## src/rtl/bocr_defines.svh

```systemverilog
`ifndef BOCR_DEFINES_SVH
`define BOCR_DEFINES_SVH
// ====================================================
// Opcode bytes and fields
`define BOCR_PFX_MEM 8'h08
`define BOCR_PFX_AX 8'h03
`define BOCR_PFX_PSW 8'h02
`define BOCR_OPC_CY_CLR 8'h40
`define BOCR_OPC_CY_SET 8'h41
`define BOCR_OPC_CY_NOT 8'h42
`define BOCR_OPC_CALL 8'h28
`define BOCR_OPC_RET 8'h56
`define BOCR_OPC_INTERRUPT_EXIT 8'h57
`define BOCR_OPH_FIXED_AREA_CALL 5'h12
`define BOCR_OPH_SETS 5'h16
`define BOCR_OPH_CLRS 5'h14
`define BOCR_OPH_VECTOR_TABLE_CALL 3'h7
`define BOCR_SUB_OR 4'h4
`define BOCR_SUB_ORN 4'h5
`define BOCR_SUB_XOR 4'h6
`define BOCR_SUB_NOT 4'h7
`define BOCR_SUB_SET 4'h8
`define BOCR_SUB_CLR 4'h9
// ====================================================
// Address spaces
`define BOCR_SADDR_BASE 16'hFE00
`define BOCR_SFR_BASE 16'hFF00
`define BOCR_TBL_BASE 16'h0040
`define BOCR_FIXED_AREA_CALL_AREA 2'h1
// ====================================================
// Status word layout and reset values
`define BOCR_PSW_CY 0
`define BOCR_PSW_AC 4
`define BOCR_PSW_Z 6
`define BOCR_PSW_CY_MASK 8'h01
`define BOCR_RST_PC 16'h0000
`define BOCR_RST_SP 16'h0000
`define BOCR_RST_PSW 8'h00
// ====================================================
// Software register indices
`define BOCR_REG_PC 3'h0
`define BOCR_REG_SP 3'h1
`define BOCR_REG_PSW 3'h2
`define BOCR_REG_A 3'h3
`define BOCR_REG_X 3'h4
// ====================================================
// Lengths in bytes and durations in core clocks
`define BOCR_LEN_1 2'h1
`define BOCR_LEN_2 2'h2
`define BOCR_LEN_3 2'h3
`define BOCR_LAT_SADDR_OR 4'h5
`define BOCR_LAT_SFR_OR 4'h7
`define BOCR_LAT_REG_OR 4'h5
`define BOCR_LAT_SADDR_SC 4'h3
`define BOCR_LAT_SADDR_NOT 4'h6
`define BOCR_LAT_SFR_MOD 4'hA
`define BOCR_LAT_AX_MOD 4'h6
`define BOCR_LAT_PSW_MOD 4'h5
`define BOCR_LAT_CY 4'h2
`define BOCR_LAT_CALL 4'h9
`define BOCR_LAT_FIXED_AREA_CALL 4'h9
`define BOCR_LAT_VECTOR_TABLE_CALL 4'hC
`define BOCR_LAT_RET 4'h8
`define BOCR_LAT_INTERRUPT_EXIT 4'hA
`define BOCR_LAT_ILL 4'h2
`define BOCR_SP_CALL 16'h0002
`define BOCR_SP_RET 16'h0002
`define BOCR_SP_INTERRUPT_EXIT 16'h0003
`endif

```

## src/rtl/bocr_pkg.sv

```systemverilog
package bocr_pkg;
   // ====================================================
   // Decoded operation and operand kinds
   typedef enum logic [3:0] {
      OP_OR, OP_ORN, OP_XOR, OP_SET, OP_CLR, OP_NOT,
      OP_CALL, OP_FIXED_AREA_CALL, OP_VECTOR_TABLE_CALL, OP_RET, OP_INTERRUPT_EXIT, OP_ILL
   } bocr_op_t;
   typedef enum logic [2:0] {
      DST_SADDR, DST_SFR, DST_A, DST_X, DST_PSW, DST_CY
   } bocr_dst_t;
   typedef enum logic {ST_IDLE, ST_RUN} bocr_state_t;
   // ====================================================
   // Carriers
   typedef struct packed {
      logic [7:0] b0;
      logic [7:0] b1;
      logic [7:0] b2;
   } bocr_instr_t;
   typedef struct packed {
      bocr_op_t op;
      bocr_dst_t dst;
      logic [2:0] bitn;
      logic [7:0] ofs;
      logic [1:0] len;
      logic [3:0] lat;
   } bocr_dec_t;
   typedef struct packed {
      logic [15:0] addr;
      logic [7:0] wdata;
      logic we;
      logic re;
   } bocr_mem_req_t;
endpackage : bocr_pkg

```

## src/rtl/bocr_core.sv

```systemverilog
// Functional notes
// RL1: OR saddr bit into carry, 3B, 5clk
// RL2: OR inverted saddr bit, 3B, 5clk
// RL3: OR sfr bit, plain/inverted, 3B, 7clk
// RL4: OR accumulator bit into carry, 2B, 5clk
// RL5: OR companion register bit, 2B, 5clk
// RL6: OR status word bit, 2B, 5clk
// RL7: XOR saddr bit, 3B, 5clk
// RL8: XOR sfr bit, 3B, 7clk
// RL9: XOR A/X/status bit, 2B, 5clk
// RL10: Set saddr bit, one byte opcode, 3clk
// RL11: Set/clear sfr bit, 3B, 10clk
// RL12: Set/clear A/X bit, 2B, 6clk
// RL13: Status bit set/clear/invert, 2B, 5clk
// RL14: Clear saddr bit, one byte opcode, 3clk
// RL15: Invert saddr bit, 3B, 6clk
// RL16: Invert sfr 10clk, A/X 6clk
// RL17: Carry set/clear/invert, 2clk each
// RL18: Long call pushes PC+3, jumps, 9clk
// RL19: Fixed area call, PC[12:11]=01, 9clk
// RL20: Table call loads PC from table
// RL21: Return pops PC, SP+2, 8clk
// RL22: Interrupt return pops PC, status, SP+3
// RL23: Low three bits pick bit position
// RL24: Carry ops change only carry flag
//
// Added by the designer: the strobed register port and the placing of the registers.
`timescale 1ns/100ps
`default_nettype none
`include "bocr_defines.svh"
module bocr_core (
   input wire logic clk, // Core clock
   input wire logic resetn, // Async reset, low
   input wire bocr_pkg::bocr_instr_t instr, // Opcode bytes
   input wire logic instr_valid, // Instruction offered
   output logic instr_ready_q, // Idle, takes instruction
   output logic done_q, // Last clock of instruction
   output logic illegal_q, // Done with unknown opcode
   output bocr_pkg::bocr_mem_req_t mem_req_q, // Data memory request
   input wire logic [7:0] mem_rdata, // Read byte, next cycle
   input wire logic [2:0] reg_addr, // Register index
   input wire logic [15:0] reg_wdata, // Register write data
   input wire logic reg_we, // Register write strobe
   input wire logic reg_re, // Register read strobe
   output logic [15:0] reg_rdata_q, // Read data
   output logic [15:0] pc_q, // Program counter
   output logic [15:0] sp_q, // Stack pointer
   output logic [7:0] psw_q // Status word
);
   import bocr_pkg::*;

   bocr_state_t state_q;
   logic [3:0] cnt_q;
   bocr_dec_t dec;
   bocr_dec_t dec_q;
   bocr_dec_t d;
   bocr_mem_req_t req_d;
   logic [7:0] rd_q [3];
   logic [7:0] a_q;
   logic [7:0] x_q;
   logic start;
   logic fin;
   logic wr_ok;
   logic [3:0] n;
   logic [15:0] ea;
   logic [15:0] ret_addr;
   logic [15:0] tbl;
   logic [7:0] srcb;
   logic src_bit;
   logic cy_new;
   logic [15:0] tbl_q;
   logic [7:0] dec_q_b0;
   logic [7:0] dec_q_b1;

   // ====================================================
   // Helpers
   function automatic bocr_op_t sub_op(input logic [3:0] s);
      bocr_op_t o;
      case (s)
         `BOCR_SUB_OR: o = OP_OR;
         `BOCR_SUB_ORN: o = OP_ORN;
         `BOCR_SUB_XOR: o = OP_XOR;
         `BOCR_SUB_NOT: o = OP_NOT;
         `BOCR_SUB_SET: o = OP_SET;
         `BOCR_SUB_CLR: o = OP_CLR;
         default: o = OP_ILL;
      endcase
      return o;
   endfunction : sub_op

   // Bit position from the low three bits of the selector
   function automatic logic [7:0] mod_byte(input logic [7:0] b, input logic [2:0] k,
                                           input bocr_op_t o);
      logic [7:0] m;
      m = 8'h01 << k; // RL23
      case (o)
         OP_SET: return b | m;
         OP_CLR: return b & ~m;
         OP_NOT: return b ^ m;
         default: return b;
      endcase
   endfunction : mod_byte

   // ====================================================
   // Decode of the offered opcode bytes
   always_comb begin
      dec.op = OP_ILL;
      dec.dst = DST_CY;
      dec.bitn = instr.b1[2:0]; // RL23
      dec.ofs = instr.b2;
      dec.len = `BOCR_LEN_1;
      dec.lat = `BOCR_LAT_ILL;
      case (instr.b0)
         `BOCR_PFX_MEM: begin
            dec.op = sub_op(instr.b1[7:4]);
            dec.dst = instr.b1[3] ? DST_SFR : DST_SADDR;
            dec.len = `BOCR_LEN_3;
            case (dec.op)
               OP_OR, OP_ORN, OP_XOR: begin
                  // RL1 RL2 RL3 RL7 RL8
                  dec.lat = instr.b1[3] ? `BOCR_LAT_SFR_OR : `BOCR_LAT_SADDR_OR;
               end
               OP_NOT: begin
                  // RL15 RL16
                  dec.lat = instr.b1[3] ? `BOCR_LAT_SFR_MOD : `BOCR_LAT_SADDR_NOT;
               end
               default: begin
                  // RL11; saddr set/clear only exists in its short form
                  dec.lat = `BOCR_LAT_SFR_MOD;
                  if (!instr.b1[3]) dec.op = OP_ILL;
               end
            endcase
         end
         `BOCR_PFX_AX: begin
            dec.op = sub_op(instr.b1[7:4]);
            dec.dst = instr.b1[3] ? DST_A : DST_X; // RL4 RL5
            dec.len = `BOCR_LEN_2;
            if (dec.op inside {OP_OR, OP_ORN, OP_XOR}) dec.lat = `BOCR_LAT_REG_OR; // RL9
            else dec.lat = `BOCR_LAT_AX_MOD; // RL12 RL16
         end
         `BOCR_PFX_PSW: begin
            dec.op = instr.b1[3] ? OP_ILL : sub_op(instr.b1[7:4]);
            dec.dst = DST_PSW;
            dec.len = `BOCR_LEN_2;
            dec.lat = `BOCR_LAT_PSW_MOD; // RL6 RL13
         end
         `BOCR_OPC_CY_SET, `BOCR_OPC_CY_CLR, `BOCR_OPC_CY_NOT: begin
            dec.op = (instr.b0 == `BOCR_OPC_CY_SET) ? OP_SET :
                     (instr.b0 == `BOCR_OPC_CY_CLR) ? OP_CLR : OP_NOT;
            dec.lat = `BOCR_LAT_CY; // RL17
         end
         `BOCR_OPC_CALL: begin
            dec.op = OP_CALL;
            dec.len = `BOCR_LEN_3;
            dec.lat = `BOCR_LAT_CALL; // RL18
         end
         `BOCR_OPC_RET: begin
            dec.op = OP_RET;
            dec.lat = `BOCR_LAT_RET; // RL21
         end
         `BOCR_OPC_INTERRUPT_EXIT: begin
            dec.op = OP_INTERRUPT_EXIT;
            dec.lat = `BOCR_LAT_INTERRUPT_EXIT; // RL22
         end
         default: begin
            if (instr.b0[7:3] == `BOCR_OPH_FIXED_AREA_CALL) begin
               dec.op = OP_FIXED_AREA_CALL;
               dec.len = `BOCR_LEN_2;
               dec.lat = `BOCR_LAT_FIXED_AREA_CALL; // RL19
            end else if (instr.b0[7:3] == `BOCR_OPH_SETS ||
                         instr.b0[7:3] == `BOCR_OPH_CLRS) begin
               // RL10 RL14
               dec.op = (instr.b0[7:3] == `BOCR_OPH_SETS) ? OP_SET : OP_CLR;
               dec.dst = DST_SADDR;
               dec.bitn = instr.b0[2:0];
               dec.ofs = instr.b1;
               dec.len = `BOCR_LEN_2;
               dec.lat = `BOCR_LAT_SADDR_SC;
            end else if (instr.b0[7:5] == `BOCR_OPH_VECTOR_TABLE_CALL) begin
               dec.op = OP_VECTOR_TABLE_CALL;
               dec.lat = `BOCR_LAT_VECTOR_TABLE_CALL; // RL20
            end
         end
      endcase
      // Unknown codes still finish so the fetch side never hangs
      if (dec.op == OP_ILL) begin
         dec.len = `BOCR_LEN_1;
         dec.lat = `BOCR_LAT_ILL;
      end
   end

   // ====================================================
   // Sequencer
   assign start = instr_valid && (state_q == ST_IDLE);
   assign fin = (state_q == ST_RUN) && (cnt_q == dec_q.lat - 4'h1);
   assign wr_ok = reg_we && (state_q == ST_IDLE) && !start;

   // Clock count runs 1..lat; done shows in the last clock
   always_ff @(posedge clk or negedge resetn) begin
      if (!resetn) begin
         state_q <= ST_IDLE;
         cnt_q <= 4'h0;
         instr_ready_q <= 1'b1;
      end else begin
         unique case (state_q)
            ST_IDLE: begin
               if (start) begin
                  state_q <= ST_RUN;
                  cnt_q <= 4'h1;
                  instr_ready_q <= 1'b0;
               end
            end
            ST_RUN: begin
               cnt_q <= cnt_q + 4'h1;
               if (cnt_q == dec_q.lat) begin
                  state_q <= ST_IDLE;
                  instr_ready_q <= 1'b1;
               end
            end
         endcase
      end
   end

   // Latched decode and completion flags
   always_ff @(posedge clk or negedge resetn) begin
      if (!resetn) begin
         dec_q <= '0;
         done_q <= 1'b0;
         illegal_q <= 1'b0;
      end else begin
         if (start) dec_q <= dec;
         done_q <= fin;
         illegal_q <= fin && (dec_q.op == OP_ILL);
      end
   end

   // ====================================================
   // Data memory schedule, one access per clock
   assign d = start ? dec : dec_q;
   assign n = start ? 4'h1 : cnt_q + 4'h1;
   assign ea = ((d.dst == DST_SFR) ? `BOCR_SFR_BASE : `BOCR_SADDR_BASE) + {8'h00, d.ofs};
   assign ret_addr = pc_q + {14'h0000, d.len};
   assign tbl = `BOCR_TBL_BASE + {10'h000, instr.b0[4:0], 1'b0};

   always_comb begin
      req_d = '0;
      if (start || state_q == ST_RUN) begin
         case (d.op)
            OP_CALL, OP_FIXED_AREA_CALL: begin
               // RL18 RL19: high byte below SP, then low byte
               req_d.we = (n == 4'h1) || (n == 4'h2);
               req_d.addr = sp_q - ((n == 4'h1) ? 16'h0001 : 16'h0002);
               req_d.wdata = (n == 4'h1) ? ret_addr[15:8] : ret_addr[7:0];
            end
            OP_VECTOR_TABLE_CALL: begin
               // RL20: two table reads, then the push
               req_d.re = (n == 4'h1) || (n == 4'h2);
               req_d.we = (n == 4'h3) || (n == 4'h4);
               if (n == 4'h1) req_d.addr = tbl;
               else if (n == 4'h2) req_d.addr = tbl_q + 16'h0001;
               else req_d.addr = sp_q - ((n == 4'h3) ? 16'h0001 : 16'h0002);
               req_d.wdata = (n == 4'h3) ? ret_addr[15:8] : ret_addr[7:0];
            end
            OP_RET, OP_INTERRUPT_EXIT: begin
               // RL21 RL22: low, high, then status for interrupt exit
               req_d.re = (n == 4'h1) || (n == 4'h2) ||
                          ((n == 4'h3) && (d.op == OP_INTERRUPT_EXIT));
               req_d.addr = sp_q + {12'h000, n - 4'h1};
            end
            default: begin
               // Unknown codes touch no memory; a stray register read may have side effects
               if ((d.dst == DST_SADDR || d.dst == DST_SFR) && d.op != OP_ILL) begin
                  // Read at clock 1, write modified byte at clock 3
                  req_d.addr = ea;
                  req_d.re = (n == 4'h1);
                  req_d.we = (n == 4'h3) && (d.op inside {OP_SET, OP_CLR, OP_NOT});
                  req_d.wdata = mod_byte(mem_rdata, d.bitn, d.op); // RL10 RL11 RL14 RL15
               end
            end
         endcase
      end
   end

   // Table address kept for the second table read
   always_ff @(posedge clk or negedge resetn) begin
      if (!resetn) tbl_q <= 16'h0000;
      else if (start) tbl_q <= tbl;
   end

   always_ff @(posedge clk or negedge resetn) begin
      if (!resetn) mem_req_q <= '0;
      else mem_req_q <= req_d;
   end

   // Read bytes arrive in clocks 2..4
   always_ff @(posedge clk or negedge resetn) begin
      if (!resetn) begin
         for (int i = 0; i < 3; i++) rd_q[i] <= 8'h00;
      end else if (state_q == ST_RUN && cnt_q >= 4'h2 && cnt_q <= 4'h4) begin
         rd_q[cnt_q[1:0] - 2'h2] <= mem_rdata;
      end
   end

   // ====================================================
   // Carry arithmetic
   always_comb begin
      case (dec_q.dst)
         DST_SADDR, DST_SFR: srcb = rd_q[0];
         DST_A: srcb = a_q;
         DST_X: srcb = x_q;
         DST_PSW: srcb = psw_q;
         default: srcb = 8'h00;
      endcase
      src_bit = srcb[dec_q.bitn]; // RL23
      case (dec_q.op)
         OP_OR: cy_new = psw_q[`BOCR_PSW_CY] | src_bit; // RL1 RL4 RL5 RL6
         OP_ORN: cy_new = psw_q[`BOCR_PSW_CY] | ~src_bit; // RL2
         OP_XOR: cy_new = psw_q[`BOCR_PSW_CY] ^ src_bit; // RL7 RL9
         OP_SET: cy_new = 1'b1; // RL17
         OP_CLR: cy_new = 1'b0;
         OP_NOT: cy_new = ~psw_q[`BOCR_PSW_CY];
         default: cy_new = psw_q[`BOCR_PSW_CY];
      endcase
   end

   // ====================================================
   // Status word; only carry moves unless the status word is the target, an interrupt return reloads it or a register write loads it
   always_ff @(posedge clk or negedge resetn) begin
      if (!resetn) begin
         psw_q <= `BOCR_RST_PSW;
      end else if (fin) begin
         if (dec_q.op inside {OP_OR, OP_ORN, OP_XOR}) begin
            psw_q[`BOCR_PSW_CY] <= cy_new; // RL24
         end else if (dec_q.op inside {OP_SET, OP_CLR, OP_NOT}) begin
            if (dec_q.dst == DST_CY) psw_q[`BOCR_PSW_CY] <= cy_new; // RL17
            else if (dec_q.dst == DST_PSW) psw_q <= mod_byte(psw_q, dec_q.bitn, dec_q.op); // RL13
         end else if (dec_q.op == OP_INTERRUPT_EXIT) begin
            psw_q <= rd_q[2]; // RL22
         end
      end else if (wr_ok && reg_addr == `BOCR_REG_PSW) begin
         psw_q <= reg_wdata[7:0];
      end
   end

   // Accumulator and companion register
   always_ff @(posedge clk or negedge resetn) begin
      if (!resetn) begin
         a_q <= 8'h00;
         x_q <= 8'h00;
      end else if (fin && dec_q.op inside {OP_SET, OP_CLR, OP_NOT}) begin
         if (dec_q.dst == DST_A) a_q <= mod_byte(a_q, dec_q.bitn, dec_q.op); // RL12 RL16
         if (dec_q.dst == DST_X) x_q <= mod_byte(x_q, dec_q.bitn, dec_q.op);
      end else if (wr_ok) begin
         if (reg_addr == `BOCR_REG_A) a_q <= reg_wdata[7:0];
         if (reg_addr == `BOCR_REG_X) x_q <= reg_wdata[7:0];
      end
   end

   // Program flow: counter and stack pointer
   always_ff @(posedge clk or negedge resetn) begin
      if (!resetn) begin
         pc_q <= `BOCR_RST_PC;
         sp_q <= `BOCR_RST_SP;
      end else if (fin) begin
         case (dec_q.op)
            OP_CALL: begin
               pc_q <= {dec_q.ofs, dec_q_b1}; // RL18
               sp_q <= sp_q - `BOCR_SP_CALL;
            end
            OP_FIXED_AREA_CALL: begin
               pc_q <= {3'h0, `BOCR_FIXED_AREA_CALL_AREA, dec_q_b0[2:0], dec_q_b1}; // RL19
               sp_q <= sp_q - `BOCR_SP_CALL;
            end
            OP_VECTOR_TABLE_CALL: begin
               pc_q <= {rd_q[1], rd_q[0]}; // RL20
               sp_q <= sp_q - `BOCR_SP_CALL;
            end
            OP_RET: begin
               pc_q <= {rd_q[1], rd_q[0]}; // RL21
               sp_q <= sp_q + `BOCR_SP_RET;
            end
            OP_INTERRUPT_EXIT: begin
               pc_q <= {rd_q[1], rd_q[0]}; // RL22
               sp_q <= sp_q + `BOCR_SP_INTERRUPT_EXIT;
            end
            default: pc_q <= pc_q + {14'h0000, dec_q.len};
         endcase
      end else if (wr_ok) begin
         if (reg_addr == `BOCR_REG_PC) pc_q <= reg_wdata;
         if (reg_addr == `BOCR_REG_SP) sp_q <= reg_wdata;
      end
   end

   // Opcode bytes kept for the jump targets
   always_ff @(posedge clk or negedge resetn) begin
      if (!resetn) begin
         dec_q_b0 <= 8'h00;
         dec_q_b1 <= 8'h00;
      end else if (start) begin
         dec_q_b0 <= instr.b0;
         dec_q_b1 <= instr.b1;
      end
   end

   // ====================================================
   // Software read port; unmapped reads give zero
   always_ff @(posedge clk or negedge resetn) begin
      if (!resetn) begin
         reg_rdata_q <= 16'h0000;
      end else if (reg_re) begin
         case (reg_addr)
            `BOCR_REG_PC: reg_rdata_q <= pc_q;
            `BOCR_REG_SP: reg_rdata_q <= sp_q;
            `BOCR_REG_PSW: reg_rdata_q <= {8'h00, psw_q};
            `BOCR_REG_A: reg_rdata_q <= {8'h00, a_q};
            `BOCR_REG_X: reg_rdata_q <= {8'h00, x_q};
            default: reg_rdata_q <= 16'h0000;
         endcase
      end else begin
         reg_rdata_q <= 16'h0000;
      end
   end
endmodule : bocr_core
`default_nettype wire

```

## config.mk

```make
export PLATFORM = sky130hd
export DESIGN_NAME = bocr_core
export DESIGN_NICKNAME = d
export VERILOG_FILES = /design/src/rtl/bocr_pkg.sv /design/src/rtl/bocr_core.sv
export VERILOG_INCLUDE_DIRS = /design/src /design/src/rtl
export SDC_FILE = /design/constraint.sdc
export NUM_CORES = 1
export LEC_CHECK = 0
export BUFFER_PORTS_ARGS = -buffer_cell sky130_fd_sc_hd__buf_4
export CORE_MARGIN = 2
export CORE_UTILIZATION = 60
export CTS_CLUSTER_DIAMETER = 30
export DETAILED_ROUTE_END_ITERATION = 10
export PLACE_DENSITY = 0.81
export SLEW_MARGIN = 20
export SYNTH_ARGS = -nofsm -noshare
export SYNTH_HDL_FRONTEND = slang
export SYNTH_SLANG_ARGS = --single-unit
```

## constraint.sdc

```tcl
create_clock -name clk -period 6.1 [get_ports clk]
set_input_delay 0.305 -clock clk [delete_from_list [all_inputs] [get_ports clk]]
set_output_delay 0.305 -clock clk [all_outputs]
set_load 0.02 [all_outputs]
```

==> qor.yml <==
power_and_ir_drop:
  pwr-share-seq_pct: 25.1
  p_leak_nw: 6.96
  p_per_area_nw_per_um2: 610
  internal_power_mw: 4.55
  p_sw_share_pct: 52.3
  power_switching_mw: 4.99
  power_frac_clock_pct: 11.9
  power_frac_comb_pct: 63.0
  max-vdd-ir-drop_uv: 386
layout:
  layout-drive-gt1-share_pct: 14.4
  fillers: 1860
  post-route-util_pct: 68.9
  multi_input_area_um2: 8990
  regArea_um2: 4210
  nets: 1919
  syn_to_final_growth_pct: 12.4
  final_area_um2: 15600
yosys:
  synth.area.mux_share_pct: 5.90
  synthesis.area_um2: 13900
  synth_area_leaders: "dfrtp_1 (30%), ha_1 (9.7%), nand2_1 (5.4%), o21ai_0 (4.6%), mux2i_1 (4.6%)"
  yosysUniqueCellTypes: 89
  synthAdderAreaFrac_pct: 10.4
  synthCells: 1686
  syn_avg_cell_area_um2: 8.26
  synth-warning-count: 0
  synth_nets: 1855
  synth_edf_count: 0
  synthDominantAreaCellType: "dfrtp_1"
  async_reset_ff_share_pct: 100
  synth_top_area_share_pct: 30.0
  yosys.area_share.xor_xnor_pct: 5.16
  synth_compound_area_share_pct: 23.4
  ys_ff_latch: 168
  synthFlopType: "dfrtp_1"
  synth_top_family_by_area: "compound AO/OA/AOI/OAI gates"
  synth_simple_gate_area_share_pct: 19.5
  ys_seq_area_share_pct: 30.2
worst_setup_path:
  crit_type: "in2reg"
  crit_path_max_fanout: 22
  critical_path_required_ns: 6.41
  worstSetupEndpointType: "register"
  cp_data_arrival_time_ns: 5.05
  critPathLaunchType: "primary input"
sta:
  max_freq_ghz: 0.211
  rsz0062_at_grt: "false"
  final-setup-viol-count: 0
  hold_slack_ns: 0.0751
  hold_viol: 0
  finalCritPeriodShare_pct: 77.8
  final_max_slew_viol_count: 0
  tns_ns: 0
  period_needed_ns: 4.75
  tightest_slew_ns: 1.12
  clock_skew_ns: 0.0128
  slew_headroom_pct: 25.3
route:
  ant_nets: 0
  routed_via_density: 6.68
  drc_errors: 0
  wl_met1_um: 18600
  routedWlPerCell_um: 22.4
  dr_wl_met2_um: 20000
  topRoutingLayerUsed: "met4"
  wl_um: 45800
  met3_length_um: 5040
  dr.pass1.iters: 6
  drt_iter0_markers: 1502
  vias: 13700
clock_tree:
  cts_max_path_buffers: 2
  cts.sinks: 168
  tritoncts: "yes"
  clock_latency_ns: 0.45
  cts_setup_buffers: 0
  htreeDepth: 4
  path_clk_slew_ns: 0.08
  cts_buffers: 17
  root_buffer: "clkbuf_16"
flow_run:
  cap_violations: 0
die:
  fp.dieH_um: 156
  die_area_um2: 24400
  coreArea_um2: 22700
  initial_core_util_pct: 61.3
  ioPinCount: 141
  rows: 55
  die_w_um: 156
global_route:
  grt_max_degree: 73
  grt_overflow: 0
  grt_pass1_vias: 12800
  grt_pass1_wl_um: 70700
  antenna_found_initial: 2
  grt_use_total_pct: 37.4
place:
  gp_congestion: 0.954
  port_buffers: 140
  post_dp_cell_area_um2: 15000
  dp_hpwl_um: 33800
worst_hold_path:
  hp-class: "in2reg"
status:
  status: "complete, no violations"
-- metal layers --
layer | global-route usage [%] | vias to the layer above
met3 | 8.11 | 148
met5 | 0 | -
li1 | - | 6208
met1 | 50.9 | 6490
met4 | 18.1 | 0
met2 | 56.6 | 841
-- path summary, 6_finish.rpt --
kind	slack, ns	to	cells after the start	from
setup reg to reg	1.42	mem_req_q[25]$_DFF_PN0_	14	state_q$_DFF_PN0_
min in group asynchronous	0.29	x_q[2]$_DFFE_PN0P_	2	resetn
max in group asynchronous	4.54	dec_q[0]$_DFFE_PN0P_	3	resetn
setup / recovery	1.35	mem_req_q[25]$_DFF_PN0_	16	instr[21]
hold / removal	0.08	cnt_q[1]$_DFFE_PN0P_	2	instr_valid
hold reg to reg	0.47	tbl_q[6]$_DFFE_PN0P_	2	tbl_q[6]$_DFFE_PN0P_
-- cell usage in the layout, fill, tap and decap left out, types with 64 or more instances in the layout --
cell,n
nand2_1,201
mux2i_1,64
ha_1,108
nor2_1,120
o21ai_0,129
dfrtp_1,166
buf_4,161
a211oi_1,66
a21oi_1,124
inv_1,65
-- Yosys cell counts (8+ instances only) --
library cell,instances
a211oi_1,66
a21o_1,12
a21oi_1,125
a221oi_1,8
a22oi_1,22
a31oi_1,27
a32oi_1,8
and2_1,19
and3_1,13
buf_1,17
buf_2,16
clkbuf_1,80
dfrtp_1,167
ha_1,108
inv_1,65
mux2_2,14
mux2i_1,64
nand2_1,201
nand2b_1,11
nand3_1,33
nand3b_1,11
nand4_1,18
nor2_1,121
nor2b_1,45
nor3_1,18
nor4_1,17
o211ai_1,17
o21ai_0,129
o22ai_1,16
or3_1,10
xnor2_1,40
xor2_1,42
-- area by class of cell --
type / count / area share [%]
inverter: 67 / 1.61
antenna: 2 / 0.0320
clock buffer: 17 / 2.72
multi-input combinational: 1333 / 57.5
tap: 285 / 2.28
clock inverter: 15 / 1.12
timing repair buffer: 163 / 7.86
sequential: 168 / 26.9
-- critical path, cell delays in order --
cell and delay, ns:
buf_4 0.17, nor4_4 0.50, nand2_1 0.13, a211oi_1 0.42, a211oi_4 0.10, a21oi_2 0.37, o211a_1 0.63, inv_1 0.38
ha_1 0.44, o21ai_0 0.22, o21ai_0 0.15, a311oi_1 0.42, o21ai_0 0.19, a211oi_1 0.28, mux2i_1 0.23, a31oi_1 0.11
-- through the flow --
| stage | cells | total power [mW] | worst slack [ns] |
|---|---|---|---|
| after global placement | 2015 | 8.00 | 1.17 |
| final | 2050 | 9.54 | 1.35 |
| after floorplan | 1686 | 6.38 | 1.48 |
| after global routing | 2048 | 10.2 | 0.853 |
| after detailed placement | 2015 | 8.18 | 0.973 |
| after CTS | 2048 | 9.36 | 1.43 |
-- state kept, by name, summed over array words and instances (netlist names), 2 cells and up --
signal,count
a_q,8
cnt_q,4
dec_q,24
dec_q_b0,2
dec_q_b1,8
mem_req_q,26
pc_q,16
psw_q,8
rd_q,24
reg_rdata_q,16
sp_q,16
tbl_q,4
x_q,8
-- power by group through the flow --
| stage | logic (mW) | clock network (mW) | registers (mW) |
|---|---|---|---|
| 2_1_floorplan | 4.23 | 0 | 2.15 |
| 6_report | 6.01 | 1.14 | 2.39 |
| 5_1_grt | 6.57 | 1.18 | 2.42 |
| 3_3_place_gp | 5.65 | 0 | 2.35 |
| 4_1_cts | 5.88 | 1.14 | 2.34 |
| 3_5_place_dp | 5.82 | 0 | 2.36 |
-- logic make-up (layout without fill, tap and decap cells) --
group	count (synthesis)	after routing
simple gates	552	552
compound gates	507	507
buf+inv	185	262
flops	168	168
fa+ha+maj	113	113
xor+xnor	82	82
mux	79	79
other cells	0	2
-- what timing repair did --
item	in CTS	in global routing
hold buffers	1	0
endpoints found under the hold margin	28	0
gates resized for setup	0	0
Power figures use the tool's default switching activity.
